**src/core/ctf_pkg.sv**
```systemverilog
// package: offsets, reset values, modes and helpers of the tx select / filter control
package ctf_pkg;
  // buffer count
  localparam int CTF_NBUF = 3;
  // register byte offsets on the apb bus
  localparam logic [7:0] CTF_OFS_CTRL = 8'h00;
  localparam logic [7:0] CTF_OFS_TFLG = 8'h04;
  localparam logic [7:0] CTF_OFS_TARQ = 8'h08;
  localparam logic [7:0] CTF_OFS_TAAK = 8'h0C;
  localparam logic [7:0] CTF_OFS_TBSEL = 8'h10;
  localparam logic [7:0] CTF_OFS_IDAC = 8'h14;
  localparam logic [7:0] CTF_OFS_ISTAT = 8'h18;
  localparam logic [7:0] CTF_OFS_IMASK = 8'h1C;
  // field positions
  localparam int CTF_INIT_REQ_BIT = 0;
  localparam int CTF_MODE_LSB = 4;
  localparam int CTF_HIT_LSB = 0;
  // interrupt event bits
  localparam int CTF_EV_TXE = 0;
  localparam int CTF_EV_ABT = 1;
  localparam int CTF_EV_HIT = 2;
  localparam int CTF_NEV = 3;
  // reset values
  localparam logic [2:0] CTF_RST_TXE = 3'h7;
  localparam logic [2:0] CTF_RST_ZERO3 = 3'h0;
  localparam logic [1:0] CTF_RST_MODE = 2'h0;
  // filter organisation
  typedef enum logic [1:0] {
    CTF_F32 = 2'b00,
    CTF_F16 = 2'b01,
    CTF_F8 = 2'b10,
    CTF_CLOSED = 2'b11
  } ctf_mode_type;
  // isolate the lowest set bit
  function automatic logic [2:0] ctf_lowest(input logic [2:0] v);
    return v & (~v + 3'h1);
  endfunction : ctf_lowest
endpackage : ctf_pkg

```
**src/core/ctf_reg_if.sv**
```systemverilog
// interface: register strobes between the apb slave and the control core
`timescale 1ns/10ps
interface ctf_reg_if;
  logic wr; // access-phase write strobe
  logic rd; // setup-phase read strobe
  logic [7:0] addr; // byte address
  logic [7:0] wdata; // write data low byte
  logic [7:0] rdata; // registered read data
  logic hit; // address is mapped
  modport bus (output wr, output rd, output addr, output wdata, input rdata, input hit);
  modport core (input wr, input rd, input addr, input wdata, output rdata, output hit);
endinterface : ctf_reg_if

```
**src/core/ctf_apb_slave.sv**
```systemverilog
// apb slave front end, zero wait states
`timescale 1ns/10ps
module ctf_apb_slave (
  // apb
  input wire logic i_psel,
  input wire logic i_penable,
  input wire logic i_pwrite,
  input wire logic [7:0] i_paddr,
  input wire logic [31:0] i_pwdata,
  output logic [31:0] o_prdata,
  output logic o_pready,
  output logic o_pslverr,
  // core side
  ctf_reg_if.bus regs
);
  // read data is latched by the core in setup, so access can finish at once
  assign regs.rd = i_psel & ~i_penable & ~i_pwrite;
  assign regs.wr = i_psel & i_penable & i_pwrite;
  assign regs.addr = i_paddr;
  assign regs.wdata = i_pwdata[7:0];
  // upper lanes read zero
  assign o_prdata = {24'h000000, regs.rdata};
  assign o_pready = 1'b1;
  // unmapped address answers with an error
  assign o_pslverr = i_psel & i_penable & ~regs.hit;
endmodule : ctf_apb_slave

```
**src/core/ctf_irq.sv**
```systemverilog
// sticky interrupt status with mask and one level output
`timescale 1ns/10ps
module ctf_irq #(
  parameter int N = 3
) (
  // clock and reset
  input wire logic i_ref_clk,
  input wire logic i_reset_n,
  // events and software
  input wire logic [N-1:0] i_event,
  input wire logic [N-1:0] i_clr,
  input wire logic i_mask_wr,
  input wire logic [N-1:0] i_mask_wdata,
  // state out
  output logic [N-1:0] o_status,
  output logic [N-1:0] o_mask,
  output logic o_irq
);
  typedef struct packed {
    logic [N-1:0] status;
    logic [N-1:0] mask;
  } ctf_irq_type;
  ctf_irq_type s, next_s;
  // set wins over a same-cycle clear
  always_comb begin
    next_s = s;
    next_s.status = (s.status & ~i_clr) | i_event;
    if (i_mask_wr) begin
      next_s.mask = i_mask_wdata;
    end
  end
  always_ff @(posedge i_ref_clk) begin
    if (!i_reset_n) begin
      s <= '0;
    end else begin
      s <= next_s;
    end
  end
  assign o_status = s.status;
  assign o_mask = s.mask;
  assign o_irq = |(s.status & s.mask);
endmodule : ctf_irq

```
**src/core/ctf_ctrl.sv**
```systemverilog
// tx buffer select, abort acknowledge and acceptance control core
//
// Behaviour
// RQ1 - abort acknowledge cleared throughout init mode
// RQ2 - abort acknowledge flags ignore software writes
// RQ3 - one abort acknowledge bit per buffer
// RQ4 - clearing empty flag clears its acknowledge
// RQ5 - selection reset in init, writable outside
// RQ6 - selection reads only its lowest set bit
// RQ7 - lowest set select bit maps window
// RQ8 - scheduled selected buffer blocks window access
// RQ9 - no selection blocks every window access
// RQ10 - software copies empty flags into selection
// RQ11 - acceptance control writable in init only
// RQ12 - mode field picks filter organisation
// RQ13 - closed mode accepts no message
// RQ14 - hit field numbers matching filter
// RQ15 - hit updates on foreground buffer shift
// RQ16 - empty flag set on send or abort
// RQ17 - abort granted only before start/after failure
// RQ18 - all-zero selection reads back zero
//
// Our own choices: the APB interface to the registers and the register addresses.
`timescale 1ns/10ps
module ctf_ctrl
  import ctf_pkg::*;
(
  // clock and reset
  input wire logic i_ref_clk,
  input wire logic i_reset_n,
  // apb
  input wire logic i_psel,
  input wire logic i_penable,
  input wire logic i_pwrite,
  input wire logic [7:0] i_paddr,
  input wire logic [31:0] i_pwdata,
  output logic [31:0] o_prdata,
  output logic o_pready,
  output logic o_pslverr,
  // transmit engine
  input wire logic [2:0] i_tx_sent,
  input wire logic [2:0] i_abort_ok,
  output logic [2:0] o_tx_sched,
  output logic [2:0] o_abort_req,
  // transmit buffer window
  input wire logic i_win_req,
  output logic [2:0] o_win_sel,
  output logic o_win_allow,
  // receive side
  input wire logic i_rx_shift,
  input wire logic [2:0] i_rx_hit,
  output logic o_rx_accept_en,
  output logic [1:0] o_accept_mode,
  // mode and interrupt
  output logic o_init_active,
  output logic o_irq
);

  // register state of the core, apart from the interrupt status and mask held in u_irq
  typedef struct packed {
    logic init_req; // init mode request
    logic init_ack; // init mode acknowledge
    logic [2:0] transmit_buffer_empty_flag; // transmit buffer empty flags
    logic [2:0] abt_rq; // abort request bits
    logic [2:0] abt_ak; // abort acknowledge bits
    logic [2:0] sel; // raw selection as written
    ctf_mode_type mode; // acceptance mode field
    logic [2:0] hit; // filter hit indicator
    logic [7:0] rdata; // latched read data
  } ctf_state_type;

  ctf_state_type s; // registered state
  ctf_state_type next_s; // next state

  // register strobes from the bus slave
  ctf_reg_if regs ();

  // decoded helpers
  logic init_act; // both request and acknowledge high
  logic init_off; // both request and acknowledge low
  logic wr_ctrl;
  logic wr_tflg;
  logic wr_tarq;
  logic wr_tbsel;
  logic wr_idac;
  logic [2:0] grant; // abort granted this cycle
  logic [2:0] txe_set; // empty flag set events
  logic [2:0] txe_clr; // software scheduling
  logic [2:0] arq_set; // new abort requests
  logic hit_upd; // hit indicator reload
  logic [2:0] sel_low; // one-hot mapped buffer
  logic [CTF_NEV-1:0] ev; // interrupt events
  logic [CTF_NEV-1:0] ist; // interrupt status
  logic [CTF_NEV-1:0] imask; // interrupt mask
  logic [CTF_NEV-1:0] iclr; // write-one-to-clear

  // bus front end
  ctf_apb_slave u_apb (
    .i_psel(i_psel),
    .i_penable(i_penable),
    .i_pwrite(i_pwrite),
    .i_paddr(i_paddr),
    .i_pwdata(i_pwdata),
    .o_prdata(o_prdata),
    .o_pready(o_pready),
    .o_pslverr(o_pslverr),
    .regs(regs.bus)
  );

  // interrupt status and mask
  ctf_irq #(
    .N(CTF_NEV)
  ) u_irq (
    .i_ref_clk(i_ref_clk),
    .i_reset_n(i_reset_n),
    .i_event(ev),
    .i_clr(iclr),
    .i_mask_wr(regs.wr && regs.addr == CTF_OFS_IMASK),
    .i_mask_wdata(regs.wdata[CTF_NEV-1:0]),
    .o_status(ist),
    .o_mask(imask),
    .o_irq(o_irq)
  );

  // address map check
  always_comb begin
    case (regs.addr)
      CTF_OFS_CTRL, CTF_OFS_TFLG, CTF_OFS_TARQ, CTF_OFS_TAAK,
      CTF_OFS_TBSEL, CTF_OFS_IDAC, CTF_OFS_ISTAT, CTF_OFS_IMASK: begin
        regs.hit = 1'b1;
      end
      default: begin
        regs.hit = 1'b0;
      end
    endcase
  end

  // mode qualifiers
  assign init_act = s.init_req & s.init_ack;
  assign init_off = ~s.init_req & ~s.init_ack;

  // write strobes per register
  assign wr_ctrl = regs.wr && regs.addr == CTF_OFS_CTRL;
  assign wr_tflg = regs.wr && regs.addr == CTF_OFS_TFLG;
  assign wr_tarq = regs.wr && regs.addr == CTF_OFS_TARQ;
  assign wr_tbsel = regs.wr && regs.addr == CTF_OFS_TBSEL;
  assign wr_idac = regs.wr && regs.addr == CTF_OFS_IDAC;
  // no strobe for the acknowledge register: its flags take no write
  // RQ2

  // lowest set select bit picks the window buffer
  assign sel_low = ctf_lowest(s.sel); // RQ7

  // next state
  always_comb begin
    next_s = s;
    // abort only for a scheduled buffer not yet started or failed;
    // a successful send in the same cycle beats the abort
    grant = s.abt_rq & ~s.transmit_buffer_empty_flag & i_abort_ok & ~i_tx_sent; // RQ17
    // send or granted abort empties the buffer
    txe_set = (i_tx_sent & ~s.transmit_buffer_empty_flag) | grant; // RQ16
    // software writes one to schedule, outside init only
    txe_clr = (wr_tflg && !init_act) ? regs.wdata[2:0] : CTF_RST_ZERO3;
    // only scheduled buffers can be asked to abort
    arq_set = (wr_tarq && !init_act) ? (regs.wdata[2:0] & ~s.transmit_buffer_empty_flag) : CTF_RST_ZERO3;
    // closed filter never reloads the hit indicator
    hit_upd = i_rx_shift && s.mode != CTF_CLOSED; // RQ13
    // empty flag: hardware set wins over software clear
    next_s.transmit_buffer_empty_flag = (s.transmit_buffer_empty_flag & ~txe_clr) | txe_set; // RQ16
    // request drops once the buffer is empty again
    next_s.abt_rq = (s.abt_rq | arq_set) & ~txe_set;
    // acknowledge follows the empty flag clear, grant wins
    next_s.abt_ak = (s.abt_ak & ~txe_clr) | grant; // RQ3 RQ4
    // init request bit, acknowledge trails by one cycle
    if (wr_ctrl) begin
      next_s.init_req = regs.wdata[CTF_INIT_REQ_BIT];
    end
    next_s.init_ack = s.init_req;
    // selection takes writes only fully out of init
    if (wr_tbsel && init_off) begin
      next_s.sel = regs.wdata[2:0]; // RQ5
    end
    // organisation field writable in init only
    if (wr_idac && init_act) begin
      next_s.mode = ctf_mode_type'(regs.wdata[CTF_MODE_LSB+:2]); // RQ11 RQ12
    end
    // hit indicator tracks the foreground buffer
    if (hit_upd) begin
      next_s.hit = i_rx_hit; // RQ14 RQ15
    end
    // init mode holds these in reset
    if (init_act) begin
      next_s.abt_ak = CTF_RST_ZERO3; // RQ1
      next_s.abt_rq = CTF_RST_ZERO3;
      next_s.sel = CTF_RST_ZERO3; // RQ5
    end
    // read data latched in the setup cycle
    if (regs.rd) begin
      case (regs.addr)
        CTF_OFS_CTRL: begin
          next_s.rdata = {6'h00, s.init_ack, s.init_req};
        end
        CTF_OFS_TFLG: begin
          next_s.rdata = {5'h00, s.transmit_buffer_empty_flag};
        end
        CTF_OFS_TARQ: begin
          next_s.rdata = {5'h00, s.abt_rq};
        end
        CTF_OFS_TAAK: begin
          next_s.rdata = {5'h00, s.abt_ak}; // RQ3
        end
        CTF_OFS_TBSEL: begin
          // zero selection reads as zero
          next_s.rdata = {5'h00, sel_low}; // RQ6 RQ18
        end
        CTF_OFS_IDAC: begin
          // hit field is read only
          next_s.rdata = {2'h0, s.mode, 1'b0, s.hit}; // RQ11
        end
        CTF_OFS_ISTAT: begin
          next_s.rdata = {5'h00, ist};
        end
        CTF_OFS_IMASK: begin
          next_s.rdata = {5'h00, imask};
        end
        default: begin
          next_s.rdata = 8'h00;
        end
      endcase
    end
  end

  // event sources for the interrupt block
  assign ev[CTF_EV_TXE] = |txe_set;
  assign ev[CTF_EV_ABT] = |grant;
  assign ev[CTF_EV_HIT] = hit_upd;
  assign iclr = (regs.wr && regs.addr == CTF_OFS_ISTAT) ? regs.wdata[CTF_NEV-1:0] : '0;

  // state register
  always_ff @(posedge i_ref_clk) begin
    if (!i_reset_n) begin
      s.init_req <= 1'b0;
      s.init_ack <= 1'b0;
      s.transmit_buffer_empty_flag <= CTF_RST_TXE;
      s.abt_rq <= CTF_RST_ZERO3;
      s.abt_ak <= CTF_RST_ZERO3;
      s.sel <= CTF_RST_ZERO3;
      s.mode <= ctf_mode_type'(CTF_RST_MODE);
      s.hit <= CTF_RST_ZERO3;
      s.rdata <= 8'h00;
    end else begin
      s <= next_s;
    end
  end

  // outputs
  assign regs.rdata = s.rdata;
  assign o_tx_sched = ~s.transmit_buffer_empty_flag;
  assign o_abort_req = s.abt_rq;
  assign o_win_sel = sel_low; // RQ7
  // window refused with no selection or a scheduled buffer
  assign o_win_allow = i_win_req & |(sel_low & s.transmit_buffer_empty_flag); // RQ8 RQ9
  assign o_rx_accept_en = s.mode != CTF_CLOSED; // RQ13
  assign o_accept_mode = s.mode; // RQ12
  assign o_init_active = init_act;
endmodule : ctf_ctrl

```
**config.mk**
```make
export PLATFORM = sky130hd
export DESIGN_NAME = ctf_ctrl
export DESIGN_NICKNAME = d
export VERILOG_FILES = /design/src/core/ctf_pkg.sv /design/src/core/ctf_reg_if.sv /design/src/core/ctf_apb_slave.sv /design/src/core/ctf_irq.sv /design/src/core/ctf_ctrl.sv
export SDC_FILE = /design/constraint.sdc
export NUM_CORES = 1
export LEC_CHECK = 0
export ABC_AREA = 1
export BUFFER_PORTS_ARGS = -buffer_cell sky130_fd_sc_hd__clkbuf_2
export CORE_UTILIZATION = 31
export CTS_BUF_LIST = sky130_fd_sc_hd__clkbuf_8
export CTS_CLUSTER_SIZE = 25
export DETAILED_ROUTE_END_ITERATION = 16
export HOLD_SLACK_MARGIN = 0.03
export PLACE_DENSITY = 0.71
export SYNTH_ARGS = -nofsm -noshare
export SYNTH_HDL_FRONTEND = slang
export SYNTH_SLANG_ARGS = --single-unit
```
**constraint.sdc**
```tcl
create_clock -name i_ref_clk -period 0.95 [get_ports i_ref_clk]
set_input_delay 0 -clock i_ref_clk [delete_from_list [all_inputs] [get_ports i_ref_clk]]
set_output_delay 0 -clock i_ref_clk [all_outputs]
set_load 0.005 [all_outputs]
```
==> results.sh, run 1 <==
export IMPL_clock_sinks=30
export IMPL_pin_count=105
export IMPL_synthToLayoutAreaGrowth_pct=41.9
export IMPL_min_path_cells=4
export IMPL_avgRoutedWirePerCell_um=11.4
export IMPL_drv_slew=0
export IMPL_synthesis_area_um2=1930
export IMPL_htree_num_levels=2
export IMPL_r2r_cells=10
export IMPL_rsz0062_at_grt="yes"
export IMPL_fp_coreArea_um2=5960
export IMPL_globalplace_congestion=0.827
export IMPL_clockBufferDepth=2
export IMPL_cp_required_ns=0.95
export IMPL_totalWireLength_um=5140
export IMPL_final_hold_viol_count=0
export IMPL_crit_fanout=2
export IMPL_regToRegEndpoint="regs.rdata[1]"
export IMPL_drive_above_1_share_pct=42.8
export IMPL_dp_cells=426
export IMPL_nets=431
export IMPL_synth_cells=293
export IMPL_hp_class="in2reg"
export IMPL_synth_seq_area_share_pct=31.2
export IMPL_cts_root_buffer_cell="clkbuf_8"
export IMPL_period_share_pct=129
export IMPL_drt_iter0_drc=47
export IMPL_dp_hpwl_um=3730
export IMPL_syn_area_per_cell_um2=6.58
export IMPL_port_buffers=49
export IMPL_route_vias_total=2026
export IMPL_initial_core_util_pct=32.4
export IMPL_die_area_um2=6540
export IMPL_cts_tree="yes"
export IMPL_finalSetupViolations=22
export IMPL_ant_nets=0
export IMPL_hp_start="i_tx_sent[0]"
export IMPL_critPathKind="reg2out"
export IMPL_drc_errors=0
export IMPL_violations="negative setup slack"
export IMPL_worstSetupEndpointType="output port"
export IMPL_drt_vias_per_instance=4.49
export IMPL_fp_row_count=28
export IMPL_clock_skew_ns=0.00367
export IMPL_period_minus_slack_ns=1.23
export IMPL_min_to="s[16]"
export IMPL_total_power_mw=2.65
export IMPL_globalRouteTotalUtil_pct=15.6
export IMPL_status="finished with violations"
export IMPL_setup_worst_path_start_class="flop"
export IMPL_grt_pass1_vias=1791
export IMPL_powerDensity_nw_per_um2=970
export IMPL_rrSetupSlack_ns=-0.24
export IMPL_drtPass1Iterations=4
export IMPL_ys_ff_latch=30
export IMPL_synth_warnings=0
export IMPL_insertion_delay_ns=0.28
export IMPL_finalNonFillerCells=451
export IMPL_antenna_found_initial=0
export IMPL_grt_start_max_net_pins=17
export IMPL_grt_pass1_wl_um=7640
export IMPL_die_height_um=80.8
export IMPL_fin_ws_ns=-0.277
export IMPL_max_cap_violations=0
export IMPL_cts_buffers=5
export IMPL_vdd_drop_max_mv=0.532
export IMPL_p_leak_nw=1.34
export IMPL_antenna_cells=0
export IMPL_r2r_start="s[14]"
export IMPL_path_clk_slew_ns=0.06
export IMPL_die_x_um=80.8
export IMPL_grt_overflow_total=0
export IMPL_critPathArrivalTime_ns=1.23
export IMPL_fmax_ghz=0.815
export IMPL_synthDistinctLibCells=25
layout make-up:
cell class / count / area, µm²
Clock buffer: 6 / 82.6
Clock inverter: 2 / 8.76
Multi-Input combinational cell: 208 / 1150
Sequential cell: 30 / 629
Timing Repair Buffer: 91 / 628
Inverter: 39 / 146
Tap cell: 75 / 93.8
Fill cell: 608 / 3220
kinds of logic (layout without fill, tap and decap cells):
family | Yosys count | in the layout | share of synthesized area (%)
buffers and inverters | 81 | 138 | 24.0
DFF | 30 | 30 | 31.2
other | 2 | 28 | 0.390
and+or+nand+nor | 141 | 141 | 33.4
AOI/OAI and AO/OA | 39 | 39 | 11.0
cells in the final DEF (no fill, tap or decap), types with 6 or more instances in the layout:
master / count
a21oi_1: 17
buf_4: 25
buf_6: 12
clkbuf_2: 46
clkbuf_8: 6
conb_1: 28
dfxtp_1: 15
dfxtp_2: 11
dlygate4sd3_1: 7
inv_1: 31
inv_2: 9
nand2_1: 52
nand2_2: 13
nand3_1: 24
nor2_1: 24
nor2_4: 8
o21ai_0: 7
synthesized netlist by cell type:
cell type,number,area [µm²]
a211oi_1,2,15.0
nand3_1,27,135
nand2_2,3,18.8
nor3_1,5,25.0
nand2_1,64,240
inv_2,6,22.5
nor2_4,3,33.8
o21ai_1,4,20.0
buf_6,1,11.3
a21oi_1,19,95.1
o21ai_0,10,50.1
nor2_8,1,20.0
nor2_1,31,116
dfxtp_1,30,601
buf_4,40,300
a41oi_1,2,17.5
a31oi_1,1,6.26
and3_1,1,6.26
nor3_2,1,10.0
nand3_2,2,20.0
conb_1,2,7.51
clkbuf_1,1,3.75
inv_1,33,124
nand4_1,3,18.8
o311ai_0,1,8.76
report_power, final:
group,internal [mW],switching (mW)
Clock,0.572,0.467
Combinational,0.139,0.202
Sequential,1.26,0.00982
sequential cells by signal, indices dropped and copies added, names as in the netlist:
signal / flops
s: 13
regs.rdata: 5
o_abort_req: 3
u_irq.o_mask: 3
u_irq.o_status: 3
o_accept_mode: 2
next_s: 1
metal layers:
| metal | vias to the layer above | routed length [µm] | GRT usage (%) | part of all wire [%] |
|---|---|---|---|---|
| met5 | - | 0 | 0 | 0 |
| met4 | 0 | 174 | 8.39 | 3.4 |
| met3 | 18 | 309 | 3.71 | 6.0 |
| met2 | 81 | 2510 | 27.3 | 49 |
| met1 | 900 | 2150 | 17.3 | 42 |
| li1 | 1027 | - | - | - |
worst max-delay path by stage:
stage,start,endpoint,slack [ns],cells after the start
4_1_cts,s[14],o_win_allow,-0.29,7
5_1_grt,s[15],o_win_allow,-0.36,6
6_report,s[15],o_win_allow,-0.28,6
2_1_floorplan,next_s[25],s[23],-0.06,7
3_5_place_dp,s[25],s[24],-0.15,7
3_3_place_gp,next_s[25],s[15],-0.13,4
what timing repair did:
item / CTS / global route
hold buffers: 6 / 1
pin swaps: 15 / 18
setup endpoints to repair: 25 / 31
resized for setup: 38 / 45
buffers inserted: 7 / 5
endpoints found under the hold margin: 7 / 1
worst max-delay path: stages, from the launching register on:
cell,delay (ns)
dfxtp_1,0.35
nand2_2,0.07
nor2_4,0.10
buf_6,0.11
nand2_2,0.03
a31oi_1,0.14
buf_2,0.13
metrics by stage:
step | worst slack, ns | setup TNS (ns) | util [%] | hold slack, ns | cell area, µm²
final | -0.277 | -3.37 | 45.9 | 0.0626 | 2740
after global routing | -0.358 | -4.52 | 45.9 | 0.0719 | 2740
after CTS | -0.287 | -2.69 | 43.0 | 0.0321 | 2560
after detailed placement | -0.154 | -2.25 | 37.6 | 0.252 | 2240
after global placement | -0.132 | -1.49 | 37.6 | 0.247 | 2240
after floorplan | -0.0585 | -0.493 | - | 0.0673 | 2030
(Power assumes the default switching activity.)
==> run 2: changes to the inputs <==
RECOVER_POWER = 25   (was unset)
==> results.sh, run 2 (synthesis gave the netlist of run 1 again) <==
export IMPL_status="finished with violations"
export IMPL_violations="negative setup slack"
export IMPL_clock_skew_ns=0.00367
export IMPL_totalWireLength_um=5150
export IMPL_min_path_cells=4
export IMPL_cts_tree="yes"
export IMPL_critPathKind="reg2out"
export IMPL_globalRouteTotalUtil_pct=15.6
export IMPL_fp_coreArea_um2=5960
export IMPL_drtPass1Iterations=4
export IMPL_port_buffers=49
export IMPL_layout_commonest_cell="nand2_1"
export IMPL_insertion_delay_ns=0.28
export IMPL_die_height_um=80.8
export IMPL_hp_class="in2reg"
export IMPL_total_power_mw=2.65
export IMPL_clock_sinks=30
export IMPL_drt_vias_per_instance=4.49
export IMPL_r2r_start="s[14]"
export IMPL_synthToLayoutAreaGrowth_pct=41.6
export IMPL_min_to="s[16]"
export IMPL_ant_nets=0
export IMPL_vdd_drop_max_mv=0.531
export IMPL_drv_slew=0
export IMPL_fin_ws_ns=-0.277
export IMPL_p_leak_nw=1.32
export IMPL_finalSetupViolations=22
export IMPL_powerDensity_nw_per_um2=972
export IMPL_pin_count=105
export IMPL_cts_buffers=5
export IMPL_htree_num_levels=2
export IMPL_cp_required_ns=0.95
export IMPL_fp_row_count=28
export IMPL_worstSetupEndpointType="output port"
export IMPL_grt_overflow_total=0
export IMPL_layout_common_cells="nand2_1, clkbuf_2, inv_1"
export IMPL_initial_core_util_pct=32.4
export IMPL_antenna_found_initial=0
export IMPL_period_share_pct=129
export IMPL_period_minus_slack_ns=1.23
export IMPL_critPathArrivalTime_ns=1.23
export IMPL_avgRoutedWirePerCell_um=11.4
export IMPL_cts_root_buffer_cell="clkbuf_8"
export IMPL_grt_pass1_vias=1791
export IMPL_utilization_pct=45.8
export IMPL_max_cap_violations=0
export IMPL_r2r_cells=10
export IMPL_path_clk_slew_ns=0.06
export IMPL_regMostFlops="s"
export IMPL_die_x_um=80.8
export IMPL_regToRegEndpoint="regs.rdata[1]"
export IMPL_grt_start_max_net_pins=17
export IMPL_nets=431
export IMPL_die_area_um2=6540
export IMPL_globalplace_congestion=0.827
export IMPL_largest_reg_flops=13
export IMPL_final_hold_viol_count=0
export IMPL_route_vias_total=2024
export IMPL_drc_errors=0
export IMPL_antenna_cells=0
export IMPL_crit_fanout=2
export IMPL_grt_pass1_wl_um=7640
export IMPL_drt_iter0_drc=48
export IMPL_rsz0062_at_grt="yes"
export IMPL_fmax_ghz=0.815
export IMPL_hp_start="i_tx_sent[0]"
export IMPL_rrSetupSlack_ns=-0.24
export IMPL_setup_worst_path_start_class="flop"
export IMPL_dp_hpwl_um=3730
export IMPL_clockBufferDepth=2
export IMPL_top_regs="s x13, regs.rdata x5"
export IMPL_drive_above_1_share_pct=41.2
## run 2: cell counts in the layout (fill, tap and decap cells not counted)
No cell type changed its count.
## run 2: layout make-up
type / instances / area [µm²]
Clock buffer: 6 / 82.6
Clock inverter: 2 / 8.76
Fill cell: 611 / 3230
Inverter: 39 / 146
Multi-Input combinational cell: 208 / 1150
Sequential cell: 30 / 628
Tap cell: 75 / 93.8
Timing Repair Buffer: 91 / 622
## run 2: worst max path at each step
stage                        to  slack (ns)  startpoint
floorplan                 s[23]       -0.06  next_s[25]
global placement          s[15]       -0.13  next_s[25]
detailed placement        s[24]       -0.15       s[25]
CTS                 o_win_allow       -0.29       s[14]
global route        o_win_allow       -0.36       s[15]
finish              o_win_allow       -0.28       s[15]
## run 2: metrics by stage
| stage | cells | hold slack (ns) | instance area [µm²] | setup TNS [ns] | setup WS [ns] |
|---|---|---|---|---|---|
| after global placement | 426 | 0.247 | 2240 | -1.49 | -0.132 |
| after detailed placement | 426 | 0.252 | 2240 | -2.25 | -0.154 |
| after floorplan | 319 | 0.0673 | 2030 | -0.493 | -0.0585 |
| after CTS | 446 | 0.0321 | 2560 | -2.69 | -0.287 |
| after global routing | 451 | 0.0719 | 2730 | -4.64 | -0.358 |
| final | 451 | 0.0626 | 2730 | -3.37 | -0.277 |
## run 2: what timing repair did
item	4_1_cts	5_1_grt
buffers inserted	7	5
hold endpoints to repair	7	1
pin swaps	15	18
hold buffers	6	1
gates resized for setup	38	45
setup endpoints to repair	25	31
## run 2: power by group
| part | switching (mW) | leakage, nW | internal, mW |
|---|---|---|---|
| registers | 0.00981 | 0.248 | 1.26 |
| logic | 0.202 | 1.02 | 0.137 |
| clock network | 0.467 | 0.0524 | 0.572 |
## run 2: worst max-delay path, cell delays in order (launching register included)
cell	delay, ns
dfxtp_1	0.35
nand2_2	0.07
nor2_4	0.10
buf_6	0.11
nand2_2	0.03
a31oi_1	0.14
buf_2	0.13
## run 2: metal layers
layer	routed length, µm	global-route usage (%)
met4	174	8.39
met1	2150	17.3
met3	312	3.71
met2	2510	27.3
met5	0	0
